<file path="config.mk">
export PLATFORM = sky130hd
export DESIGN_NAME = bcfg_header
export DESIGN_NICKNAME = d
export VERILOG_FILES = /design/src/bcfg_pkg.sv /design/src/bcfg_window_match.sv /design/src/bcfg_header.sv
export SDC_FILE = /design/constraint.sdc
export NUM_CORES = 1
export LEC_CHECK = 0
export ABC_AREA = 0
export BUFFER_PORTS_ARGS = -buffer_cell sky130_fd_sc_hd__buf_4
export CORE_AREA = 2 2 145 147
export DETAILED_ROUTE_END_ITERATION = 10
export DIE_AREA = 0 0 147 149
export PLACE_DENSITY = 0.61
export SYNTH_ARGS = -nofsm -noshare
export SYNTH_HDL_FRONTEND = slang
export SYNTH_SLANG_ARGS = --single-unit
export TNS_END_PERCENT = 10
</file>
<file path="constraint.sdc">
create_clock -name clk_sys -period 0.8 [get_ports clk_sys]
set_input_delay 0.08 -clock clk_sys [delete_from_list [all_inputs] [get_ports clk_sys]]
set_output_delay 0.08 -clock clk_sys [all_outputs]
set_load 0.005 [all_outputs]
</file>
<file path="src/bcfg_pkg.sv">
// package for the bridge configuration header and command decode block
package bcfg_pkg;
  localparam logic [9:0]  IDENT_DW_OFF       = 10'h000;  // byte 0x000 vendor id, 0x002 device id
  localparam logic [11:0] VENDOR_ID_BYTE_OFF = 12'h000;
  localparam logic [11:0] DEVICE_ID_BYTE_OFF = 12'h002;
  localparam logic [9:0]  COMMAND_DW_OFF     = 10'h001;  // byte 0x004
  localparam logic [11:0] COMMAND_BYTE_OFF   = 12'h004;
  localparam int          IO_EN_BIT          = 0;
  localparam int          MEM_EN_BIT         = 1;
  localparam int          MASTER_EN_BIT      = 2;
  localparam int          SPECIAL_CYC_BIT    = 3;
  localparam int          WR_INVAL_BIT       = 4;
  localparam logic [15:0] COMMAND_RESET      = 16'h0000;
  localparam logic [15:0] COMMAND_WR_MASK    = 16'h0007;
  localparam logic [31:0] RDATA_RESET        = 32'h0000_0000;

  typedef enum logic [1:0] {
    BCFG_KIND_MEM,
    BCFG_KIND_IO,
    BCFG_KIND_OTHER,
    BCFG_KIND_CPL
  } bcfg_kind_t;

  typedef struct packed {
    logic        valid;
    logic        write;
    logic [9:0]  dw_addr;
    logic [3:0]  be;
    logic [31:0] wdata;
  } bcfg_cfg_req_t;

  typedef struct packed {
    logic        ack;
    logic        hit;
    logic [31:0] rdata;
  } bcfg_cfg_rsp_t;

  typedef struct packed {
    logic        valid;
    bcfg_kind_t  kind;
    logic        posted;
    logic [31:0] addr;
  } bcfg_tlp_t;

  typedef struct packed {
    logic [31:0] io_base;
    logic [31:0] io_limit;
    logic [31:0] mem_base;
    logic [31:0] mem_limit;
    logic [31:0] pref_base;
    logic [31:0] pref_limit;
  } bcfg_windows_t;

  typedef struct packed {
    logic forward;
    logic ur;
    logic ur_cpl;
  } bcfg_up_dec_t;
endpackage

</file>
<file path="src/bcfg_window_match.sv">
// inclusive base/limit address window compare
`timescale 1ns/10ps
`default_nettype none
module bcfg_window_match (
  input  wire logic [31:0] addr,   // request address
  input  wire logic [31:0] base,   // lowest address in window
  input  wire logic [31:0] limit,  // highest address in window
  output logic             in_window  // address falls in window
);
  // an empty window (base above limit) never matches
  assign in_window = (addr >= base) && (addr <= limit);
endmodule
`default_nettype wire

</file>
<file path="src/bcfg_header.sv">
// type 1 header identification and command bits, with window claim and upstream gating
// Behaviour
// - io_space_enable low: ignore primary io accesses in io window; high enables decoding.
// - memory_space_enable low: do not claim memory or prefetchable window accesses.
// - bus_master_enable low: do not forward subordinate memory, io, msi requests; treat as UR.
// - bus_master_enable low: every upstream non-posted memory or io request gets a UR completion.
// - bus_master_enable never affects completions or non memory, non io requests.
// - special_cycle_enable and write_invalidate_enable are read-only zero.
// - read-only 16-bit vendor_identification at offset 0, bits 15:0.
// - read-only 16-bit device_identification at offset 2.
`timescale 1ns/10ps
`default_nettype none
module bcfg_header #(
  parameter logic [15:0] VENDOR_ID = 16'h5a5a,  // arbitrary value
  parameter logic [15:0] DEVICE_ID = 16'h0c3e   // arbitrary value
) (
  input  wire logic                    clk_sys,        // core clock, 20 MHz
  input  wire logic                    rst,            // async reset, active high
  input  wire bcfg_pkg::bcfg_cfg_req_t cfg_req,        // configuration access from upstream
  output var  bcfg_pkg::bcfg_cfg_rsp_t cfg_rsp,        // configuration answer
  input  wire bcfg_pkg::bcfg_windows_t windows,        // window bases and limits
  input  wire bcfg_pkg::bcfg_tlp_t     down_req,       // primary-bus request to classify
  output logic                         down_claim,     // request claimed by a window, pulse
  input  wire bcfg_pkg::bcfg_tlp_t     up_req,         // request or completion from below
  output logic                         up_valid,       // decision valid, pulse
  output var  bcfg_pkg::bcfg_up_dec_t  up_dec,         // forward, UR, UR completion
  output logic [15:0]                  bridge_command  // current command value
);
  logic [15:0]             cmd_q;
  logic [15:0]             cmd_d;
  bcfg_pkg::bcfg_cfg_rsp_t rsp_q;
  bcfg_pkg::bcfg_cfg_rsp_t rsp_d;
  logic                    claim_q;
  logic                    claim_d;
  logic                    upv_q;
  logic                    upv_d;
  bcfg_pkg::bcfg_up_dec_t  dec_q;
  bcfg_pkg::bcfg_up_dec_t  dec_d;
  logic                    in_io;
  logic                    in_mem;
  logic                    in_pref;
  logic [31:0]             cmd_word;
  logic [31:0]             cmd_merge;

  function automatic logic [31:0] merge_be(input logic [31:0] old_v, input logic [31:0] new_v,
                                           input logic [3:0] be);
    logic [31:0] r;
    r = old_v;
    for (int i = 0; i < 4; i++) begin
      if (be[i]) begin
        r[i*8 +: 8] = new_v[i*8 +: 8];
      end
    end
    return r;
  endfunction

  bcfg_window_match u_io (
    .addr   (down_req.addr),
    .base   (windows.io_base),
    .limit  (windows.io_limit),
    .in_window (in_io)
  );
  bcfg_window_match u_mem (
    .addr   (down_req.addr),
    .base   (windows.mem_base),
    .limit  (windows.mem_limit),
    .in_window (in_mem)
  );
  bcfg_window_match u_pref (
    .addr   (down_req.addr),
    .base   (windows.pref_base),
    .limit  (windows.pref_limit),
    .in_window (in_pref)
  );

  // status half of the command dword is outside this block and reads zero
  assign cmd_word = {16'h0000, cmd_q};

  // configuration register file; a write answers with the word from before the write,
  // so software doing read-modify-write sees one consistent old value
  always_comb begin
    cmd_d       = cmd_q;
    // only enable bits take writes; the rest hold their constant value
    cmd_merge   = merge_be(cmd_word, cfg_req.wdata, cfg_req.be) & {16'h0000, bcfg_pkg::COMMAND_WR_MASK};
    rsp_d       = '0;
    rsp_d.ack   = cfg_req.valid;
    if (cfg_req.valid) begin
      unique case (cfg_req.dw_addr)
        bcfg_pkg::IDENT_DW_OFF: begin
          rsp_d.hit   = 1'b1;
          rsp_d.rdata = {DEVICE_ID, VENDOR_ID};
        end
        bcfg_pkg::COMMAND_DW_OFF: begin
          rsp_d.hit   = 1'b1;
          rsp_d.rdata = cmd_word;
          if (cfg_req.write) begin
            cmd_d = cmd_merge[15:0];
          end
        end
        default: begin
          // unmapped: completes with zero data and no effect
          rsp_d.hit   = 1'b0;
          rsp_d.rdata = bcfg_pkg::RDATA_RESET;
        end
      endcase
    end
  end

  always_ff @(posedge clk_sys or posedge rst) begin
    if (rst) begin
      cmd_q <= bcfg_pkg::COMMAND_RESET;
      rsp_q <= '0;
    end else begin
      cmd_q <= cmd_d;
      rsp_q <= rsp_d;
    end
  end

  // primary-bus window claim; the enable is taken as it stands at the taking edge,
  // so a command write in the same cycle only affects the next request
  always_comb begin
    claim_d = 1'b0;
    if (down_req.valid) begin
      unique case (down_req.kind)
        bcfg_pkg::BCFG_KIND_IO: begin
          claim_d = cmd_q[bcfg_pkg::IO_EN_BIT] & in_io;
        end
        bcfg_pkg::BCFG_KIND_MEM: begin
          // memory and prefetchable windows share the one enable
          claim_d = cmd_q[bcfg_pkg::MEM_EN_BIT] & (in_mem | in_pref);
        end
        bcfg_pkg::BCFG_KIND_OTHER: begin
          claim_d = 1'b0;
        end
        bcfg_pkg::BCFG_KIND_CPL: begin
          claim_d = 1'b0;
        end
      endcase
    end
  end

  always_ff @(posedge clk_sys or posedge rst) begin
    if (rst) begin
      claim_q <= 1'b0;
    end else begin
      claim_q <= claim_d;
    end
  end

  // upstream gating by bus_master_enable; interrupt messages arrive as memory
  // writes, so they are held back together with ordinary memory requests
  always_comb begin
    upv_d = up_req.valid;
    dec_d = '0;
    if (up_req.valid) begin
      unique case (up_req.kind)
        bcfg_pkg::BCFG_KIND_MEM: begin
          if (cmd_q[bcfg_pkg::MASTER_EN_BIT]) begin
            dec_d.forward = 1'b1;
          end else begin
            dec_d.ur     = 1'b1;
            dec_d.ur_cpl = ~up_req.posted;
          end
        end
        bcfg_pkg::BCFG_KIND_IO: begin
          if (cmd_q[bcfg_pkg::MASTER_EN_BIT]) begin
            dec_d.forward = 1'b1;
          end else begin
            // posted requests are dropped as UR with no completion to send
            dec_d.ur     = 1'b1;
            dec_d.ur_cpl = ~up_req.posted;
          end
        end
        bcfg_pkg::BCFG_KIND_OTHER: begin
          // neither memory nor io: passes whatever the enable says
          dec_d.forward = 1'b1;
        end
        bcfg_pkg::BCFG_KIND_CPL: begin
          // completions are never gated, in either direction
          dec_d.forward = 1'b1;
        end
      endcase
    end
  end

  always_ff @(posedge clk_sys or posedge rst) begin
    if (rst) begin
      upv_q <= 1'b0;
      dec_q <= '0;
    end else begin
      upv_q <= upv_d;
      dec_q <= dec_d;
    end
  end

  assign cfg_rsp        = rsp_q;
  assign down_claim     = claim_q;
  assign up_valid       = upv_q;
  assign up_dec         = dec_q;
  assign bridge_command = cmd_q;
endmodule
`default_nettype wire

</file>
## Word level (Yosys, flattened, before mapping)

Cells that the tools add are included.
W data, S select, Z words.

| storage, ports and cells | value |
|---|---|
| bits in latches | 0 |
| input port bits | 314 |
| bits in registers | 42 |
| output and inout port bits | 55 |
| memory bits (read-only) | 0 |
| memories | 0 |
| logic and storage cells | 45 |
| RAM bits | 0 |

| cells by class | value |
|---|---|
| equality and inequality tests | 7 |
| shift operators | 0 |
| $lt $le $gt $ge | 6 |
| $mul | 0 |
| muxes and demuxes | 9 |
| divide/modulo/power cells | 0 |
| reductions and logical operators | 10 |
| $add $sub $neg | 0 |
| bitwise operators | 4 |

Operators by type and width:

| kind | count |
|---|---|
| $ge A32 B32 Y1 | 3 |
| $le A32 B32 Y1 | 3 |
| $pmux W33 S2 | 1 |
| $mux W33 | 1 |
| $eq A10 B1 Y1 const B | 1 |
| $logic_not A10 Y1 | 1 |
| $eq A2 B2 Y1 const B | 4 |
| $reduce_or A2 Y1 | 3 |
| $eq A2 B1 Y1 const B | 2 |
| $logic_not A2 Y1 | 2 |
| $mux W2 | 2 |
| $reduce_and A4 Y1 | 1 |
| $logic_and A1 B1 Y1 | 3 |
| $mux W3 | 1 |
| $pmux W1 S3 | 1 |
| $and A1 B1 Y1 | 2 |
| $mux W1 | 2 |
| $pmux W1 S2 | 1 |
| $not A1 Y1 | 1 |
| $or A1 B1 Y1 | 1 |

## Depth between registers and ports, before layout

Gate-level depths: netlist of run 1.

| logic depth | value |
|---|---|
| depth in word-level cells | 6 |
| gate-level depth with buffers | 9 |
| mapped depth without buffers | 9 |

## By module

A second synthesis of run 1 with hierarchy kept.

| second synthesis, totals | value |
|---|---|
| cells, all modules | 756 |
| area, all modules | 5635.4 um2 |

Modules (own cells, without submodules):

| module | area each (um2) | cells an instance | times used |
|---|---|---|---|
| bcfg_window_match (u_io ...) | 1604.0 | 226 | 2 |
| bcfg_window_match (u_mem) | 1592.8 | 226 | 1 |
| bcfg_header | 834.6 | 78 | 1 |

## Least setup slack after synthesis of run 1

No wires, ideal clock.

| timing path | value |
|---|---|
| path kind | input -> register |
| from | input down_req[0] in the netlist's numbering |
| to | register claim_q (netlist: down_claim) |
| required time | 0.669 ns |
| path buffers | 0 |
| cell stages on the path | 9 |
| library setup time | 0.131 ns |
| setup slack | -1.070 ns |
| arrival time | 1.739 ns |
| cell sequence | inv_1 > ha_1 > nand2b_4 > a2111oi_4 > nor4_1 > o31a_1 > or3_1 > a32oi_1 > o32ai_1 |

| between the ends | value |
|---|---|
| word-level cells in the longest chain between the ends | 6 |
| elaborated cells on any way between the ends | 14 |

Ends and longest elaborated chain:

| item | RTL line | source |
|---|---|---|
| start: declaration | bcfg_header.sv:22 | `input wire bcfg_pkg::bcfg_tlp_t down_req,` |
| $ge A32 B32 Y1 or $le A32 B32 Y1 (tied branches) | bcfg_window_match.sv:11 | `assign in_window = (addr >= base) && (addr <= limit);` |
| $logic_and A1 B1 Y1 | bcfg_window_match.sv:11 |  |
| $or A1 B1 Y1 | bcfg_header.sv:130 | `claim_d = cmd_q[bcfg_pkg::MEM_EN_BIT] & (in_mem \| in_pref);` |
| $and A1 B1 Y1 | bcfg_header.sv:130 |  |
| $pmux W1 S3 (*) | bcfg_header.sv:124 | `unique case (down_req.kind)` |
| $mux W1 (*) | bcfg_header.sv:123 | `if (down_req.valid) begin` |
| named net claim_d | bcfg_header.sv:34 | `logic claim_d;` |
| end signal: assignment | bcfg_header.sv:146 | `claim_q <= claim_d;` |
| end: declaration | bcfg_header.sv:33 | `logic claim_q;` |

Mark *: on every way through the listed nets, which the timed path passes. The rest lies on a longest branch.
A chain may end at the register's enable or synchronous reset.

## Final worst setup path of run 1

| timing path | value |
|---|---|
| from | input windows[105] in the netlist's numbering |
| to | register claim_q (netlist: down_claim) |

| between the ends | value |
|---|---|
| word-level cells in the longest chain between the ends | 6 |

Ends and longest elaborated chain:

| item | RTL line | source |
|---|---|---|
| start: declaration | bcfg_header.sv:21 | `input wire bcfg_pkg::bcfg_windows_t windows,` |
| $ge A32 B32 Y1 | bcfg_window_match.sv:11 |  |
| $logic_and A1 B1 Y1 | bcfg_window_match.sv:11 |  |
| $or A1 B1 Y1 | bcfg_header.sv:130 |  |
| $and A1 B1 Y1 | bcfg_header.sv:130 |  |
| $pmux W1 S3 | bcfg_header.sv:124 |  |
| $mux W1 | bcfg_header.sv:123 |  |
| named net claim_d | bcfg_header.sv:34 |  |

The timed path passes the listed nets, and every way through them passes these cells.

==> impl_metrics.toml, run 1 <==
[global_routing]
antenna_found_initial = 0
gr-total-overflow = 0
grt_max_degree = 15
grt_pass1_wl_mm = 30.7
track_usage_pct = 17.4
first_global_vias = 6128

[synthesis]
seq_area_frac_synth_pct = 6.27
ys_async_sr_fraction_pct = 100
synth-edff-count = 0
syn_area_sq_um = 5590
ys_ff_latch = 14
syn_area_per_cell_sq_um = 7.53
syn_inst = 742
synth_cell_types = 51
ys.flop_type = "dfrtp_1"
ys.warnings.count = 0

[drt]
wirelength_mm = 19.4
drc_errors = 0
ant_nets = 0
dr.pass1.iters = 4
route.vias.total = 6053
post_drt_wl_per_cell_microns = 14.2
via_per_inst = 4.41
drtIter0Drc = 104

[setup_path]
path_buf_inv = 2
crit_family = "compound AO/OA/AOI/OAI gates"
rr_worst_depth = 2
crit_chain = "buf_4, inv_2, ha_4, a21o_1, a211oi_2, a311oi_2, o31a_1, or3_1, a32oi_1, o32ai_1"
regToRegSetupSlack_ns = -0.11
r2r_end = "down_claim$_DFF_PP0_"
crit_arrival_ns = 1.89
critPathRequiredTime_ns = 0.92
worstReg2RegStart = "bridge_command[0]$_DFFE_PP0P_"
startpoint_type = "input port"
cpMaxStageDelayCell = "o31a_1"
slowest_delay_ns = 0.31
worst-setup-path-type = "in2reg"
crit_fanout = 3
crit_path_end_kind = "flip-flop"

[die]
start_util_pct = 27.2
ios = 369
die_area_sq_um = 21900
core_sq_um = 20600
die-width_microns = 147
row_count = 53
die_h_microns = 149

[sta]
hold_viol = 0
max_freq_ghz = 0.563
rsz0062_at_grt = "true"
slew_violations = 0
worst_slew_margin_rel_pct = 59.6
setup_viol = 35
layout_setup_ws_ns = -0.975
skew_ns = 0.00235
tightest_slew_ns = 0.599
fin_crit_sh_pct = 222
period_minus_slack_ns = 1.78

[min_path]
min_path_type = "in2reg"
min_to = "up_dec[1]$_DFF_PP0_"
hold_depth = 2
min-delay-start = "up_req[34]"

[flow_run]
max-cap-violations = 0

[finish]
fin_cells = 1372
seq_area_sq_um = 353
post_route_cells_drive_above_1_share_pct = 36.5
diodes = 0
multi_input_area_sq_um = 4530
fillers = 2113
nNetsFinal = 1604
syn_to_final_growth_pct = 59.1

[placed_design]
hpwl_mm = 17.8
pre_cts_slack_ns = -1.41
gp_congestion = 0.847
dp_cells = 1361
port_buffers = 274

[pwr]
total_power_mw = 5.73
powerDensity_nw_per_um2 = 645
leakage_nw = 5.28
vdd_drop_max_v = 0.000507

[clock_network]
clkTransAtPathRegs_ns = 0.05
clock_latency_ns = 0.24
cts_sinks = 14
cts_inserted_buffers = 3
cts_root_buf = "clkbuf_16"
clock_path_buffers = 2
h-tree-depth = 1
cts_tree = "yes"

[status]
violations = "setup timing"
outcome = "complete, but fails checks"
==> flip-flops by register name, indices dropped and copies added (netlist names) <==
signal,flops
bridge_command,3
down_claim,1
cfg_rsp,6
up_valid,1
up_dec,3
==> power by group <==
group          switching, mW  total [mW]  leakage (nW)  internal [mW]
registers            0.00797       0.732         0.180          0.724
clock network          0.317        1.08        0.0442          0.759
logic                   1.76        3.92          5.06           2.17
==> placed cells by master (no fill, tap or decap), types with 3 or more instances in the layout <==
| cell type | n |
|---|---|
| inv_1 | 189 |
| a21oi_1 | 62 |
| ha_1 | 185 |
| and4_1 | 8 |
| nor2_1 | 17 |
| o211ai_1 | 3 |
| nor4_2 | 3 |
| dlygate4sd3_1 | 4 |
| a31oi_1 | 3 |
| and3_1 | 3 |
| dfrtp_1 | 12 |
| o21a_1 | 3 |
| ha_4 | 7 |
| nor2b_1 | 8 |
| a221oi_1 | 5 |
| clkbuf_16 | 3 |
| o21ai_1 | 6 |
| a21o_1 | 23 |
| nor3_1 | 5 |
| o21ai_0 | 17 |
| buf_4 | 336 |
| a211oi_2 | 3 |
| conb_1 | 28 |
| nand2_1 | 40 |
| a211oi_1 | 6 |
| a221o_1 | 3 |
| buf_6 | 24 |
| nand4_1 | 28 |
| nand3_1 | 17 |
==> synthesized netlist by cell type (all sizes together), types with 2 or more instances <==
cell type,count,area share [%]
a221oi,5,0.78
o211ai,3,0.40
a21boi,2,0.27
and4,9,1.4
a2111oi,4,0.96
a31oi,3,0.34
nor3,5,0.45
nand2,40,2.7
nand3,18,1.6
nor2,18,1.2
o31a,2,0.31
or3,2,0.22
a221o,3,0.54
a21oi,62,5.6
ha,192,43
nor2b,9,1.0
mux2,2,0.40
o21a,3,0.40
and3,3,0.34
nor4,6,0.67
o21ai,23,2.1
inv,191,13
nand2b,2,0.36
nand4,28,3.1
a211oi,9,1.2
dfrtp,14,6.3
a21o,23,3.1
buf,41,5.5
==> per-layer routing <==
| layer | track usage (%) | part of all wire, % |
|---|---|---|
| met2 | 31.9 | 49 |
| met4 | 1.78 | 0.71 |
| met1 | 22.7 | 44 |
| met3 | 2.05 | 6.0 |
| met5 | 0 | 0 |
==> stage by stage <==
stage | cell area, sq um | setup TNS, ns | hold slack, ns | util [%]
4_1_cts | 8810 | -5.74 | 0.00117 | 42.9
3_5_place_dp | 8450 | -5.97 | 0.103 | 41.1
5_1_grt | 8890 | -7.11 | 0.0133 | 43.3
6_report | 8890 | -5.54 | 0.0132 | 43.3
3_3_place_gp | 8450 | -5.54 | 0.106 | 41.1
2_1_floorplan | 5710 | -2.24 | -0.0308 | -
==> cells by family (layout without fill, tap and decap cells) <==
kind of cell | after synthesis | count (layout) | share of synthesized area [%]
buffers and inverters | 232 | 560 | 18.3
adders and majority gates | 192 | 192 | 43.0
AOI/OAI and AO/OA | 155 | 155 | 18.0
and+or+nand+nor | 146 | 146 | 14.0
DFF | 14 | 14 | 6.27
muxes | 2 | 2 | 0.403
other | 1 | 28 | 0.0671
==> layout make-up <==
class                   count  area share [%]
well taps                 275            3.87
flip-flops and latches     14            3.97
clock buffers               4           0.999
inverters                 191            8.11
multi-input cells         523            51.0
repair buffers            365            32.1
==> worst max path at each step <==
stage	from	end	slack [ns]	cells after the start
finish	windows[105]	down_claim$_DFF_PP0_	-0.98	10
global route	down_req[10]	down_claim$_DFF_PP0_	-1.08	11
CTS	down_req[0]	down_claim$_DFF_PP0_	-0.97	10
detailed placement	down_req[15]	down_claim$_DFF_PP0_	-1.41	10
global placement	down_req[15]	down_claim$_DFF_PP0_	-1.39	10
floorplan	down_req[0]	down_claim$_DFF_PP0_	-0.99	9
==> repair_timing <==
| item | in CTS | in global routing |
|---|---|---|
| hold endpoints to repair | 17 | 0 |
| pin swaps | 24 | 14 |
| gates resized for setup | 44 | 18 |
| hold buffers | 4 | 0 |
| endpoints found under the setup margin | 35 | 37 |
| setup buffers | 3 | 0 |
| gates cloned | 0 | 0 |
No activity file was read; power rests on OpenSTA's default activity.
==> run 2, diff against run 1 <==
PLACE_DENSITY = unset   (was 0.61)
==> impl_metrics.toml, run 2 (synthesized netlist as in run 1, its figures left out) <==
[drt]
route.vias.total = 6138
wirelength_mm = 19.5
via_per_inst = 4.43
drtIter0Drc = 117
ant_nets = 0
drc_errors = 0
dr.pass1.iters = 7
post_drt_wl_per_cell_microns = 14.1

[placed_design]
gp_congestion = 0.842
port_buffers = 274
dp_cells = 1375
hpwl_mm = 17.8

[global_routing]
met1_usage_pct = 22.7
first_global_vias = 6173
track_usage_pct = 17.3
gr-total-overflow = 0
grt_pass1_wl_mm = 30.6
grt_max_degree = 15
antenna_found_initial = 0
met3_usage_pct = 1.71
grt_use_met2_pct = 31.4
gr-max-usage-layer = "met2"

[die]
ios = 369
die_area_sq_um = 21900
row_count = 53
die_h_microns = 149
start_util_pct = 27.2
die-width_microns = 147
core_sq_um = 20600

[setup_path]
crit_path_end_kind = "flip-flop"
regToRegSetupSlack_ns = -0.12
critPathRequiredTime_ns = 0.92
startpoint = "down_req[0]"
crit_arrival_ns = 1.97
rr_worst_depth = 2
r2r_end = "down_claim$_DFF_PP0_"
crit_fanout = 5
worst-setup-path-type = "in2reg"
worstReg2RegStart = "bridge_command[0]$_DFFE_PP0P_"
startpoint_type = "input port"

[finish]
layout_common_cells = "buf_4 (355), ha_1 (191), inv_1 (190)"
post_route_cells_drive_above_1_share_pct = 36.4
mostFrequentLayoutCell = "buf_4"
largest_reg_flops = 6
fin_cells = 1387
diodes = 0
syn_to_final_growth_pct = 59.4
nNetsFinal = 1619

[status]
outcome = "complete, but fails checks"
violations = "setup timing"

[sta]
tightest_slew_ns = 0.604
slew_violations = 0
rsz0062_at_grt = "true"
skew_ns = 0.00658
setup_viol = 34
worst_hold_slack_ns = 0.0193
period_minus_slack_ns = 1.85
layout_setup_ws_ns = -1.05
fin_crit_sh_pct = 231
hold_viol = 0
max_freq_ghz = 0.541
worst_slew_margin_rel_pct = 59.3

[clock_network]
clock_latency_ns = 0.24
cts_root_buf = "clkbuf_16"
cts_inserted_buffers = 3
cts_sinks = 14
clkTransAtPathRegs_ns = 0.05
clock_path_buffers = 2
cts_tree = "yes"
h-tree-depth = 1

[flow_run]
max-cap-violations = 0

[pwr]
powerDensity_nw_per_um2 = 646
total_power_mw = 5.76
leakage_nw = 5.37
vdd_drop_max_v = 0.000496

[min_path]
hold_depth = 2
min_to = "up_dec[1]$_DFF_PP0_"
min_path_type = "in2reg"
min-delay-start = "up_req[34]"
==> run 2: changes by cell type in the layout (fill, tap and decap cells not counted), moves of 3 or more <==
cell and delta:
buf_4 +19, buf_6 -3, ha_1 +6, ha_4 -6, o21ai_0 +3, o21ai_1 -3
==> run 2: worst max path at each step <==
| stage | endpoint | slack, ns | cells after the start |
|---|---|---|---|
| after floorplan | down_claim$_DFF_PP0_ | -0.99 | 9 |
| after global placement | down_claim$_DFF_PP0_ | -1.49 | 10 |
| after detailed placement | down_claim$_DFF_PP0_ | -1.46 | 10 |
| after CTS | down_claim$_DFF_PP0_ | -1.05 | 11 |
| after global routing | down_claim$_DFF_PP0_ | -1.13 | 11 |
| final | down_claim$_DFF_PP0_ | -1.05 | 11 |
==> run 2: cell type report <==
type / count / area [sq um]
Fill cell: 2133 / 11600
Multi-Input combinational cell: 523 / 4450
Timing Repair Buffer: 380 / 2950
Inverter: 191 / 721
Sequential cell: 14 / 352
Tap cell: 275 / 344
Clock buffer: 4 / 88.8
==> run 2: layer usage <==
metal	part of all wire, %	up-vias
met2	48	194
met5	0	-
met4	1.5	0
li1	-	3244
met1	45	2686
met3	5.2	14
==> run 2: repair_timing <==
action | CTS | global route
gates resized for setup | 38 | 7
setup buffers | 4 | 1
hold endpoints to repair | 16 | 0
pin swaps | 13 | 3
setup endpoints to repair | 37 | 37
hold buffers | 3 | 0
==> run 2: worst max-delay path, stage by stage <==
cell        delay (ns)
buf_4             0.09
clkinvlp_4        0.11
buf_4             0.16
ha_4              0.22
nand2b_4          0.14
a2111oi_4         0.30
nor4_2            0.06
o31a_1            0.23
or3_1             0.31
a32oi_1           0.17
o32ai_1           0.09
==> run 2: power by group <==
part	leakage [nW]	internal, mW	switching (mW)	total (mW)
Clock	0.0442	0.758	0.305	1.06
Combinational	5.14	2.20	1.76	3.96
Sequential	0.181	0.725	0.00817	0.733
Total	5.37	3.69	2.07	5.76
==> run 2: stage by stage <==
stage / utilization (%) / setup WS (ns) / instance area [sq um] / setup TNS (ns)
floorplan: - / -0.990 / 5710 / -2.24
detailed placement: 41.6 / -1.46 / 8550 / -4.99
CTS: 43.1 / -1.05 / 8860 / -5.16
global placement: 41.6 / -1.49 / 8550 / -4.89
finish: 43.3 / -1.05 / 8910 / -5.49
global route: 43.3 / -1.13 / 8910 / -6.64
==> run 3, diff against run 2 <==
ABC_AREA = 1   (was 0)
CORE_AREA = 2 2 142 144   (was 2 2 145 147)
DIE_AREA = 0 0 144 146   (was 0 0 147 149)
PLACE_DENSITY_LB_ADDON = 0.2   (was unset)
TNS_END_PERCENT = unset   (was 10)
==> impl_metrics.toml, run 3 <==
[die]
row_count = 51
die-width_microns = 144
core_sq_um = 19300
die_h_microns = 146
die_area_sq_um = 21000
ios = 369
start_util_pct = 30.5

[finish]
syn_to_final_growth_pct = 58.8
post_route_cells_drive_above_1_share_pct = 34.0
multi_input_area_sq_um = 5000
nNetsFinal = 1739
layout_common_cells = "buf_4 (269), inv_1 (224), nand2_1 (176)"
fillers = 2010
seq_area_sq_um = 352
diodes = 0
mostFrequentLayoutCell = "buf_4"
design_area_sq_um = 9360
largest_reg_flops = 6

[global_routing]
antenna_found_initial = 0
grt_max_degree = 15
gr-total-overflow = 0
first_global_vias = 6224
track_usage_pct = 18.1
grt_pass1_wl_mm = 30.3

[sta]
skew_ns = 0.00519
fin_crit_sh_pct = 177
slew_violations = 0
hold_viol = 1
max_freq_ghz = 0.706
worst_hold_slack_ns = -0.00444
rsz0062_at_grt = "true"
finalSetupTns_ns = -4.79
period_minus_slack_ns = 1.42
layout_setup_ws_ns = -0.617
setup_viol = 29

[status]
violations = "hold timing, setup timing"
outcome = "complete, but fails checks"

[synthesis]
syn_area_per_cell_sq_um = 6.44
ys.warnings.count = 0
syn_inst = 915
synth_cell_types = 27
synth-edff-count = 0
seq_area_frac_synth_pct = 5.95
yosysMostFrequentCell = "inv_1"
ys.flop_type = "dfrtp_1"
synth.area.top_cells = "ha_1 (41%), inv_1 (15%), nand2_1 (12%)"
synth.top_cells.by_count = "inv_1 (234), ha_1 (192), nand2_1 (192)"
synth_top_area_cell = "ha_1"
syn_area_sq_um = 5890
synth_top_area_share_pct = 40.8
ys_ff_latch = 14
ys_async_sr_fraction_pct = 100

[pwr]
seqPwrFrac_pct = 12.6
powerDensity_nw_per_um2 = 620
switching_share_pct = 39.4
leakage_nw = 5.61
clkPwrFrac_pct = 16.1
p_comb_share_pct = 71.3
vdd_drop_max_v = 0.000444
power.switching_mw = 2.28
p_int_mw = 3.52

[clock_network]
clock_path_buffers = 2
cts_inserted_buffers = 3
clkTransAtPathRegs_ns = 0.05
h-tree-depth = 1
clock_latency_ns = 0.24
cts_root_buf = "clkbuf_16"
cts_hold_buffers = 2
cts_sinks = 14
cts_tree = "yes"

[drt]
maxUsedRoutingLayer = "met4"
post_drt_wl_per_cell_microns = 13.3
via_per_inst = 4.26
wirelength_mm = 19.9
drtIter0Drc = 135
drc_errors = 0
wl_met3_mm = 1.31
ant_nets = 0
m1WireLength_mm = 8.78
wl_met2_mm = 9.56
dr.pass1.iters = 4
route.vias.total = 6380

[setup_path]
worst-setup-path-type = "in2reg"
startpoint_type = "input port"
critPathRequiredTime_ns = 0.93
crit_arrival_ns = 1.55
regToRegSetupSlack_ns = -0.12
crit_path_end_kind = "flip-flop"
crit_fanout = 5

[placed_design]
port_buffers = 274
place_area_sq_um = 8520
hpwl_mm = 17.5
gp_congestion = 0.859

[flow_run]
max-cap-violations = 0

[min_path]
min_path_type = "in2reg"
run 3: cell count changes after synthesis, sizes merged, moves of 13 or more:
cell	before	now
nor2	18	71
nand2	40	192
inv	191	235
nand4	28	15
a21o	23	3
a21oi	62	90
run 3: repair_timing:
action,4_1_cts,5_1_grt
setup endpoints to repair,35,38
pin swaps,40,24
resized for setup,109,40
setup buffers,8,4
endpoints found under the hold margin,16,1
run 3: area by class of cell:
type                    count  share of cell area, %
multi-input cells         652                   53.4
repair buffers            327                   28.8
inverters                 235                   9.71
flip-flops and latches     14                   3.76
well taps                 265                   3.54
clock buffers               3                  0.802
run 3: layer usage:
metal	up-vias	global-route usage, %
li1	3464	-
met1	2720	23.2
met2	182	32.4
met3	14	2.93
met4	0	2.16
met5	-	0
run 3: cell families (layout without fill, tap and decap cells):
logic type      Yosys count  count (layout)  share of synthesized area (%)
simple gates            304             304                           21.1
fa+ha+maj               192             192                           40.8
compound gates          125             125                           11.4
other cells               1              28                         0.0637
mux                       3               3                          0.573
buf+inv                 276             565                           20.2
flops                    14              14                           5.95
run 3: power groups by stage:
stage               logic (mW)  clock network (mW)  registers, mW
detailed placement        3.75                   0          0.740
floorplan                 1.99                   0          0.742
global route              4.73               0.999          0.732
CTS                       4.04               0.959          0.731
global placement          3.69                   0          0.740
finish                    4.14               0.933          0.731
run 3: through the flow:
| step | setup slack [ns] | utilization [%] | hold WS [ns] | cells | power, mW |
|---|---|---|---|---|---|
| finish | -0.617 | 48.4 | -0.00444 | 1496 | 5.80 |
| global route | -0.813 | 48.4 | -0.0111 | 1496 | 6.46 |
| CTS | -0.606 | 47.5 | -0.0174 | 1494 | 5.73 |
| detailed placement | -1.14 | 44.1 | 0.102 | 1482 | 4.49 |
| global placement | -1.14 | 44.1 | 0.107 | 1482 | 4.43 |
| floorplan | -0.567 | - | -0.0308 | 942 | 2.73 |
run 3: final timing paths:
check                                              start                       endpoint  depth (start not counted)
min in group asynchronous                            rst            up_dec[0]$_DFF_PP0_                          4
hold reg to reg            bridge_command[2]$_DFFE_PP0P_            up_dec[0]$_DFF_PP0_                          2
hold / removal                                up_req[32]            up_dec[0]$_DFF_PP0_                          2
setup reg to reg           bridge_command[2]$_DFFE_PP0P_  bridge_command[2]$_DFFE_PP0P_                          2
setup / recovery                            down_req[10]           down_claim$_DFF_PP0_                         14
max in group asynchronous                            rst          cfg_rsp[26]$_DFF_PP0_                          4
run 3: worst max-delay path: stages:
cell     delay, ns
buf_6         0.10
buf_6         0.13
ha_4          0.26
nand4_1       0.19
nor3_4        0.26
nand2_2       0.07
nand2_1       0.05
nand2_1       0.04
nand2_1       0.06
nand2_1       0.05
nand2_1       0.06
nand2_1       0.07
nand2_1       0.07
a21oi_2       0.05
